==> config.mk <==
export PLATFORM = sky130hd
export DESIGN_NAME = adc_channel_digital_control
export DESIGN_NICKNAME = d
export VERILOG_FILES = /design/src/inc/adc_ctrl_pkg.sv /design/src/hdl/dmic_capture.sv /design/src/hdl/adc_channel_digital_control.sv
export SDC_FILE = /design/constraint.sdc
export NUM_CORES = 1
export LEC_CHECK = 0
export ABC_AREA = 1
export ABC_CLOCK_PERIOD_IN_PS = 4540
export CAP_MARGIN = 5
export CORE_MARGIN = 2
export CORE_UTILIZATION = 30
export DETAILED_ROUTE_END_ITERATION = 6
export DONT_BUFFER_PORTS = 1
export GPL_TIMING_DRIVEN = 1
export PLACE_DENSITY = 0.46
export SYNTH_ARGS = -nofsm -noshare
export SYNTH_HDL_FRONTEND = slang
export SYNTH_HIERARCHICAL = 1
export SYNTH_SLANG_ARGS = --single-unit
==> constraint.sdc <==
create_clock -name sys_clk -period 4.54 [get_ports sys_clk]
set_input_delay 0.681 -clock sys_clk [delete_from_list [all_inputs] [get_ports sys_clk]]
set_output_delay 0.681 -clock sys_clk [all_outputs]
set_load 0.01 [all_outputs]
==> src/inc/adc_ctrl_pkg.sv <==
// Constants shared by the record-path digital control register group.
package adc_ctrl_pkg;

	localparam logic [7:0] ADDR_INSTR_MODE = 8'h3e;
	localparam logic [7:0] ADDR_RSVD_FIRST = 8'h3f;
	localparam logic [7:0] ADDR_RSVD_LAST = 8'h4f;
	localparam logic [7:0] ADDR_DMIC_POL = 8'h50;
	localparam logic [7:0] ADDR_DIG_CTRL = 8'h51;
	localparam logic [7:0] ADDR_FINE_MUTE = 8'h52;
	localparam logic [7:0] ADDR_LEFT_VOL = 8'h53;

	// Instruction-mode control fields.
	localparam int BIT_AUX_A = 6;
	localparam int BIT_AUX_B = 5;
	localparam int BIT_IC_RESET_OFF = 4;

	// Microphone polarity fields.
	localparam int BIT_POL_LEFT = 1;
	localparam int BIT_POL_RIGHT = 0;

	// Digital control fields.
	localparam int BIT_PWR_LEFT = 7;
	localparam int BIT_PWR_RIGHT = 6;
	localparam int BIT_PIN_LEFT = 5;
	localparam int BIT_PIN_RIGHT = 4;
	localparam int BIT_DMIC_LEFT = 3;
	localparam int BIT_DMIC_RIGHT = 2;
	localparam int BIT_STEP_HI = 1;
	localparam int BIT_STEP_LO = 0;

	// Fine-volume and mute fields.
	localparam int BIT_MUTE_LEFT = 7;
	localparam int BIT_FINE_LEFT_HI = 6;
	localparam int BIT_FINE_LEFT_LO = 4;
	localparam int BIT_MUTE_RIGHT = 3;
	localparam int BIT_FINE_RIGHT_HI = 2;
	localparam int BIT_FINE_RIGHT_LO = 0;

	localparam logic [7:0] RST_INSTR_MODE = 8'h00;
	localparam logic [7:0] RST_DMIC_POL = 8'h00;
	localparam logic [7:0] RST_DIG_CTRL = 8'h00;
	localparam logic [7:0] RST_FINE_MUTE = 8'h88;
	localparam logic [7:0] RST_LEFT_VOL = 8'h00;

	// Writable bits of the instruction-mode, polarity and left-volume registers; the rest read back as zero.
	localparam logic [7:0] MASK_INSTR_MODE = 8'h70;
	localparam logic [7:0] MASK_DMIC_POL = 8'h03;
	localparam logic [7:0] MASK_LEFT_VOL = 8'h7f;

	localparam logic [1:0] STEP_EVERY_FS = 2'h0;
	localparam logic [1:0] STEP_EVERY_2FS = 2'h1;
	localparam logic [1:0] STEP_DISABLED = 2'h2;

	localparam logic [2:0] FINE_MAX = 3'h4;
	localparam logic [6:0] VOL_MIN = 7'h68;
	localparam logic [6:0] VOL_MAX = 7'h28;
	localparam logic [4:0] PROG_MODE_SEL = 5'h00;

endpackage

==> src/hdl/dmic_capture.sv <==
// One digital-microphone capture channel with edge and pin selection.
`timescale 1ns/10ps
`default_nettype none

module dmic_capture (
	input wire logic sys_clk,
	input wire logic rst_n,
	input wire logic mod_clk,
	input wire logic dmic_data_pin,
	input wire logic dmic_clock_pin,
	input wire logic fall_edge,
	input wire logic from_clock_pin,
	input wire logic enable,
	output logic sample_bit,
	output logic sample_valid
);

	typedef struct packed {
		logic mod_clk_d;
		logic bit_val;
		logic valid;
	} cap_state_t;

	cap_state_t st_ff;
	cap_state_t nxt_st;
	logic edge_hit;
	logic pin_val;

	////////////////////////////////////////////////////////////////////////////

	always_comb begin
		nxt_st = st_ff;
		nxt_st.mod_clk_d = mod_clk;
		edge_hit = fall_edge ? (st_ff.mod_clk_d & ~mod_clk) : (~st_ff.mod_clk_d & mod_clk);
		pin_val = from_clock_pin ? dmic_clock_pin : dmic_data_pin;
		nxt_st.valid = enable & edge_hit;
		if (enable & edge_hit) begin
			nxt_st.bit_val = pin_val;
		end
	end

	always_ff @(posedge sys_clk) begin
		if (!rst_n) begin
			st_ff <= '0;
		end else begin
			st_ff <= nxt_st;
		end
	end

	assign sample_bit = st_ff.bit_val;
	assign sample_valid = st_ff.valid;

endmodule

`default_nettype wire

==> src/hdl/adc_channel_digital_control.sv <==
// Record-path digital control registers, engine flags, microphone capture and volume ramp.
`timescale 1ns/10ps
`default_nettype none

// Contract
// - Writable auxiliary flag A in bit 6, seen by conditional jumps.
// - Writable auxiliary flag B in bit 5, seen by conditional jumps.
// - Bit 4 low clears the instruction counter at frame start; high keeps it.
// - Left microphone sampled on rising edge if bit 1 low, falling if high.
// - Right microphone sampled on rising edge if bit 0 low, falling if high.
// - Left channel powered up only while bit 7 is set.
// - Right channel powered up only while bit 6 is set.
// - Left microphone taken from data pin, or clock pin when bit 5 set.
// - Right microphone taken from data pin, or clock pin when bit 4 set.
// - Left channel uses the microphone only when bit 3 is set.
// - Right channel uses the microphone only when bit 2 is set.
// - Step field: 00 per sample, 01 per two samples, 10 no stepping.
// - Left channel muted while fine register bit 7 is set; reset muted.
// - Right channel muted while fine register bit 3 is set; reset muted.
// - Fine gain codes 0 to 4 attenuate 0.1 dB per step.
// - Left coarse volume is signed half-dB from -12 dB to +20 dB.
// - Flags and instruction counter apply only when block select is zero.
module adc_channel_digital_control
	import adc_ctrl_pkg::*;
#(
	parameter int INSTR_W = 9
) (
	input wire logic sys_clk,
	input wire logic rst_n,
	input wire logic [7:0] reg_addr,
	input wire logic [7:0] reg_wdata,
	input wire logic reg_wr,
	input wire logic reg_rd,
	output logic [7:0] reg_rdata,
	input wire logic [4:0] proc_block_sel,
	input wire logic frame_start,
	input wire logic instr_step,
	input wire logic fs_tick,
	input wire logic [6:0] right_coarse_volume,
	input wire logic mod_clk,
	input wire logic dmic_data_pin,
	input wire logic dmic_clock_pin,
	output logic aux_flag_a,
	output logic aux_flag_b,
	output logic [INSTR_W-1:0] instr_count,
	output logic left_power_up,
	output logic right_power_up,
	output logic left_dmic_bit,
	output logic left_dmic_valid,
	output logic right_dmic_bit,
	output logic right_dmic_valid,
	output logic [6:0] left_gain,
	output logic [6:0] right_gain,
	output logic left_mute,
	output logic right_mute,
	output logic [2:0] left_fine,
	output logic [2:0] right_fine
);

	typedef struct packed {
		logic [7:0] instr_mode;
		logic [7:0] dmic_pol;
		logic [7:0] dig_ctrl;
		logic [7:0] fine_mute;
		logic [7:0] left_vol;
		logic [7:0] rdata;
		logic [INSTR_W-1:0] icount;
		logic aux_a_out;
		logic aux_b_out;
		logic [1:0][6:0] gain;
		logic [1:0] half_phase;
	} ctrl_state_t;

	ctrl_state_t st_ff;
	ctrl_state_t nxt_st;

	////////////////////////////////////////////////////////////////////////////
	// Helpers.

	// A reserved fine code would exceed the defined range, so it is held at the largest step.
	function automatic logic [2:0] fine_clamp(input logic [2:0] code);
		logic [2:0] res;
		res = (code > FINE_MAX) ? FINE_MAX : code;
		return res;
	endfunction

	// Codes below the lowest defined step act as that step, codes above the top as the top.
	function automatic logic [6:0] vol_clamp(input logic [6:0] code);
		logic [6:0] res;
		res = code;
		if ($signed(code) < $signed(VOL_MIN)) begin
			res = VOL_MIN;
		end else if ($signed(code) > $signed(VOL_MAX)) begin
			res = VOL_MAX;
		end
		return res;
	endfunction

	function automatic logic [7:0] read_word(input ctrl_state_t s, input logic [7:0] addr);
		logic [7:0] res;
		res = 8'h00;
		case (addr)
			ADDR_INSTR_MODE: res = s.instr_mode;
			ADDR_DMIC_POL: res = s.dmic_pol;
			ADDR_DIG_CTRL: res = s.dig_ctrl;
			ADDR_FINE_MUTE: res = s.fine_mute;
			ADDR_LEFT_VOL: res = s.left_vol;
			default: res = 8'h00;
		endcase
		return res;
	endfunction

	////////////////////////////////////////////////////////////////////////////
	// Next-state logic.

	logic prog_mode;
	logic [1:0][6:0] target;
	logic [1:0] powered;
	logic [1:0] step_mode;
	logic [7:0] fine_wr;

	always_comb begin
		nxt_st = st_ff;
		prog_mode = (proc_block_sel == PROG_MODE_SEL);
		powered[1] = st_ff.dig_ctrl[BIT_PWR_LEFT];
		powered[0] = st_ff.dig_ctrl[BIT_PWR_RIGHT];
		step_mode = st_ff.dig_ctrl[BIT_STEP_HI:BIT_STEP_LO];
		target[1] = vol_clamp(st_ff.left_vol[6:0]);
		target[0] = vol_clamp(right_coarse_volume);
		fine_wr = reg_wdata;
		fine_wr[BIT_FINE_LEFT_HI:BIT_FINE_LEFT_LO] =
			fine_clamp(reg_wdata[BIT_FINE_LEFT_HI:BIT_FINE_LEFT_LO]);
		fine_wr[BIT_FINE_RIGHT_HI:BIT_FINE_RIGHT_LO] =
			fine_clamp(reg_wdata[BIT_FINE_RIGHT_HI:BIT_FINE_RIGHT_LO]);

		// Register writes; reserved bits are masked so they always read zero.
		if (reg_wr) begin
			case (reg_addr)
				ADDR_INSTR_MODE: nxt_st.instr_mode = reg_wdata & MASK_INSTR_MODE;
				ADDR_DMIC_POL: nxt_st.dmic_pol = reg_wdata & MASK_DMIC_POL;
				ADDR_DIG_CTRL: nxt_st.dig_ctrl = reg_wdata;
				ADDR_FINE_MUTE: nxt_st.fine_mute = fine_wr;
				ADDR_LEFT_VOL: nxt_st.left_vol = reg_wdata & MASK_LEFT_VOL;
				default: nxt_st.rdata = nxt_st.rdata; // Reserved range takes no write.
			endcase
		end
		if (reg_rd) begin
			nxt_st.rdata = read_word(st_ff, reg_addr);
		end

		// Engine flags reach the jump logic only in programmable instruction mode.
		nxt_st.aux_a_out = prog_mode & st_ff.instr_mode[BIT_AUX_A];
		nxt_st.aux_b_out = prog_mode & st_ff.instr_mode[BIT_AUX_B];

		// Frame start outranks a step in the same cycle, so the frame begins at zero unless bit 4 keeps the count.
		if (!prog_mode) begin
			nxt_st.icount = '0;
		end else if (frame_start && !st_ff.instr_mode[BIT_IC_RESET_OFF]) begin
			nxt_st.icount = '0;
		end else if (instr_step) begin
			nxt_st.icount = st_ff.icount + 1'b1;
		end

		// Volume ramp for each channel; index 1 is left, index 0 is right.
		for (int ch = 0; ch < 2; ch++) begin
			if (!powered[ch] || step_mode[1]) begin
				// Powered-down channels and disabled stepping jump straight to the target.
				nxt_st.gain[ch] = target[ch];
				nxt_st.half_phase[ch] = 1'b0;
			end else if (fs_tick) begin
				nxt_st.half_phase[ch] = ~st_ff.half_phase[ch];
				if ((step_mode == STEP_EVERY_FS) || st_ff.half_phase[ch]) begin
					if ($signed(st_ff.gain[ch]) < $signed(target[ch])) begin
						nxt_st.gain[ch] = st_ff.gain[ch] + 7'h01;
					end else if ($signed(st_ff.gain[ch]) > $signed(target[ch])) begin
						nxt_st.gain[ch] = st_ff.gain[ch] - 7'h01;
					end
				end
			end
		end
	end

	////////////////////////////////////////////////////////////////////////////
	// State register.

	always_ff @(posedge sys_clk) begin
		if (!rst_n) begin
			st_ff <= '0;
			st_ff.instr_mode <= RST_INSTR_MODE;
			st_ff.dmic_pol <= RST_DMIC_POL;
			st_ff.dig_ctrl <= RST_DIG_CTRL;
			st_ff.fine_mute <= RST_FINE_MUTE;
			st_ff.left_vol <= RST_LEFT_VOL;
		end else begin
			st_ff <= nxt_st;
		end
	end

	////////////////////////////////////////////////////////////////////////////
	// Microphone capture, one instance per channel.

	dmic_capture u_cap_left (
		.sys_clk(sys_clk),
		.rst_n(rst_n),
		.mod_clk(mod_clk),
		.dmic_data_pin(dmic_data_pin),
		.dmic_clock_pin(dmic_clock_pin),
		.fall_edge(st_ff.dmic_pol[BIT_POL_LEFT]),
		.from_clock_pin(st_ff.dig_ctrl[BIT_PIN_LEFT]),
		.enable(st_ff.dig_ctrl[BIT_DMIC_LEFT] & st_ff.dig_ctrl[BIT_PWR_LEFT]),
		.sample_bit(left_dmic_bit),
		.sample_valid(left_dmic_valid)
	);

	dmic_capture u_cap_right (
		.sys_clk(sys_clk),
		.rst_n(rst_n),
		.mod_clk(mod_clk),
		.dmic_data_pin(dmic_data_pin),
		.dmic_clock_pin(dmic_clock_pin),
		.fall_edge(st_ff.dmic_pol[BIT_POL_RIGHT]),
		.from_clock_pin(st_ff.dig_ctrl[BIT_PIN_RIGHT]),
		.enable(st_ff.dig_ctrl[BIT_DMIC_RIGHT] & st_ff.dig_ctrl[BIT_PWR_RIGHT]),
		.sample_bit(right_dmic_bit),
		.sample_valid(right_dmic_valid)
	);

	////////////////////////////////////////////////////////////////////////////
	// Outputs, all taken from state flops.

	assign reg_rdata = st_ff.rdata;
	assign aux_flag_a = st_ff.aux_a_out;
	assign aux_flag_b = st_ff.aux_b_out;
	assign instr_count = st_ff.icount;
	assign left_power_up = st_ff.dig_ctrl[BIT_PWR_LEFT];
	assign right_power_up = st_ff.dig_ctrl[BIT_PWR_RIGHT];
	assign left_gain = st_ff.gain[1];
	assign right_gain = st_ff.gain[0];
	assign left_mute = st_ff.fine_mute[BIT_MUTE_LEFT];
	assign right_mute = st_ff.fine_mute[BIT_MUTE_RIGHT];
	assign left_fine = st_ff.fine_mute[BIT_FINE_LEFT_HI:BIT_FINE_LEFT_LO];
	assign right_fine = st_ff.fine_mute[BIT_FINE_RIGHT_HI:BIT_FINE_RIGHT_LO];

endmodule

`default_nettype wire

==> summary.txt <==
Worst setup EP type: flip-flop
DR DRC count: 0
Post-Syn Instances: 653
GRT Overall Usage: 16.0%
DR vias: 3967
Area growth, synth to finish: 5.85%
GRT met1 Usage: 20.4%
largest net degree at the start of global routing: 31
Final #Nets: 675
Top Family by Delay on Critical Path: simple AND/OR/NAND/NOR gates
Max FO, Critical Path: 10
# setup viols final: 0
Critical-path top delay cell: o41ai_2
Num CTS Buffers: 9
count of pins over their slew limit: 0
CP startpoint kind: flip-flop
Inserted Diodes: 0
Worst Hold Launch: mod_clk
Pwr Density: 330 nW/µm²
setup ws final: 1.29 ns
GPL Wtd Cong: 0.858
Hold Path End: u_cap_left/st_ff[2]
worst hold stages: 2
cts hold-fix bufs: 0
R2R Setup Slk: 1.29 ns
grt ovf: 0
drt pass-1 iters: 5
Worst-Margin Slew: 0.778 ns
clk_skew: 0.00884 ns
max-capacitance violation count: 0
top post-synthesis cells by area: dfxtp_1, nand2_1, inv_1, buf_4, nand3_1
unrepaired setup endpoints after global routing: no
Netlist cell types: 38
Netlist Area Pre-Place: 4420 µm²
worst slack at placement: 1.21 ns
# fillers: 1557
CTS clk-pin slew, worst paths: 0.07 ns
Skew-Pair Late Insertion Delay: 0.35 ns
Async SR Flop Fraction: 0%
GRT Max-Usage Layer: met2
Total Power: 0.00155 W
htree depth: 3
post-CTS setup buffer count: 0
vias in the first global route: 3931
peak supply drop: 0.158 mV
Worst EP required: 4.82 ns
max incr delay on CP: 0.55 ns
outcome: complete, no violations
Net Count, Synth: 708
synth cell count leaders: nand2_1, inv_1, dfxtp_1, nand3_1, nor2_1
WP buf/inv: 2
Max Fclk: 308 MHz
# IOs: 85
clk sink count: 69
initial core utilization: 30.6%
Slew Limit Headroom: 47.9%
first-pass GRT wire length: 20.2 mm
post-CTS sizing: 0
dominant cell type by area after synthesis: dfxtp_1
post-synthesis sequential area ratio: 31.2%
Port Buf Inserts: 0
crit path time final: 3.25 ns
RR Endpoint: left_gain[4]
Post-synth EDFFs: 0
HP Class: in -> reg
antenna violations before repair: 0
final wirelength: 12.4 mm
#FFs+latches synth: 69
top cell type's share of synthesized area: 31.2%
Most common cell on crit path: nand2_1
Initial DRC Count: 218
Die X: 125 µm
Tcrit/Tclk final: 71.6%
Clock Path Buffers: 2
Post-DP HPWL: 9.53 mm
ys flop type: dfxtp_1
met3 usage: 4.28%
Rows: 44
share of post-route cells with drive strength above 1: 8.64%
CTS tree: done
Leak: 1.91 nW
Reg2Reg Launch Point: st_ff[36]
die area: 15700 µm²
design area: 4680 µm²
R2R depth: 19
clk root buf: clkbuf_16
Core Box Area: 14500 µm²
TNS Setup: 0 ns
most common cell in the netlist: nand2_1
final hold vios: 0
GRT met2 Usage: 25.7%
Placed Area: 4350 µm²
post-route ant nets: 0
die height: 125 µm
Synthesis Warnings: 6
worst-path cell chain: o41ai_2 > nand3_1 > ha_1 > nand2_1 > nand2_1 > a21oi_2 > nand3_1 > nand2_4 > nand2_1 > nand2_2 > inv_1 > ha_1 > inv_1 > nand2_1 > nand2_1 > nand2_1 > nand3_1 > nand3_1 > a21oi_2
average size of a mapped cell: 6.78 µm²
crit path kind: reg -> reg
routed len/inst: 15.3 µm
vias per inst: 4.90
arrival time at the worst endpoint: 3.53 ns
[final cells by class]
| class | instances | area [µm²] | area share [%] |
|---|---|---|---|
| clock buffer | 10 | 239 | 5.10 |
| sequential | 69 | 1380 | 29.5 |
| inverter | 112 | 420 | 8.98 |
| tap | 184 | 230 | 4.92 |
| clock inverter | 6 | 92.6 | 1.98 |
| multi-input combinational | 427 | 2310 | 49.4 |
| timing repair buffer | 1 | 7.51 | 0.160 |
[how the worst max path moves through the flow]
stage               cells past startpoint  slack [ns]             to              startpoint
global placement                       22        1.29  right_gain[6]  right_coarse_volume[3]
finish                                 19        1.29   left_gain[4]               st_ff[36]
CTS                                    19        1.30   left_gain[4]               st_ff[36]
global route                           19        0.91   left_gain[4]               st_ff[36]
floorplan                              22        1.64  right_gain[6]  right_coarse_volume[3]
detailed placement                     23        1.21  right_gain[6]  right_coarse_volume[4]
[cells by family after synthesis]
family / Yosys count / share of synthesized area [%]
fa+ha+maj: 17 / 4.81
flops: 69 / 31.2
buf+inv: 157 / 16.5
xor+xnor: 10 / 1.98
simple gates: 283 / 29.9
compound gates: 117 / 15.6
[layout by cell type, fill, tap and decap left out, types with 3 or more instances in the layout]
cell type  instances
xnor2_1            6
o21ai_0           33
nor2_1            51
nand2_4            4
o221ai_1           3
or2_2              3
nand3_1           55
ha_1              17
o41ai_1            4
nand2_2            8
xor2_1             4
nand2_1          120
nand4_1           10
o22ai_1            9
dfxtp_1           69
and3_2             3
a21oi_1           47
nand3_2            7
a211oi_1           3
a31oi_1            3
nor4_1             3
a21oi_2            6
nor3_1            13
inv_1            110
o211ai_1           3
clkbuf_16          9
[worst reg2reg max path, stage by stage, from the launching register on]
cell     delay [ns]
dfxtp_1        0.35
o41ai_2        0.55
nand3_1        0.19
ha_1           0.33
nand2_1        0.07
nand2_1        0.06
a21oi_2        0.17
nand3_1        0.25
nand2_4        0.23
nand2_1        0.10
nand2_2        0.09
inv_1          0.04
ha_1           0.17
inv_1          0.05
nand2_1        0.10
nand2_1        0.11
nand2_1        0.06
nand3_1        0.07
nand3_1        0.08
a21oi_2        0.11
[stage by stage]
stage | hold slack, ns | util (%) | instances
2_1_floorplan | 0.430 | - | 653
3_3_place_gp | 0.457 | 30.1 | 793
6_report | 0.426 | 32.3 | 809
4_1_cts | 0.415 | 32.3 | 809
3_5_place_dp | 0.467 | 30.1 | 793
5_1_grt | 0.438 | 32.3 | 809
[routing by layer]
layer	routed length [µm]	vias to the layer above
met3	623	14
met5	0	-
met4	209	0
li1	-	2043
met1	5760	1842
met2	5770	68
[registers in the layout, summed over array words and instances (netlist names)]
| signal | flops |
|---|---|
| u_cap_right/sample_valid | 1 |
| left_power_up | 1 |
| right_gain | 7 |
| u_cap_right/st_ff | 1 |
| aux_flag_a | 1 |
| left_fine | 3 |
| u_cap_right/sample_bit | 1 |
| reg_rdata | 8 |
| left_mute | 1 |
| right_power_up | 1 |
| right_mute | 1 |
| left_gain | 7 |
| u_cap_left/sample_valid | 1 |
| st_ff | 20 |
| aux_flag_b | 1 |
| right_fine | 3 |
| instr_count | 9 |
| u_cap_left/sample_bit | 1 |
| u_cap_left/st_ff | 1 |
[report_power, final]
group | total, W | switching [W] | internal [W]
clock | 0.000792 | 0.000292 | 0.000500
sequential | 0.000622 | 0.0000116 | 0.000611
combinational | 0.000134 | 0.0000874 | 0.0000463
(Power assumes the default switching activity.)
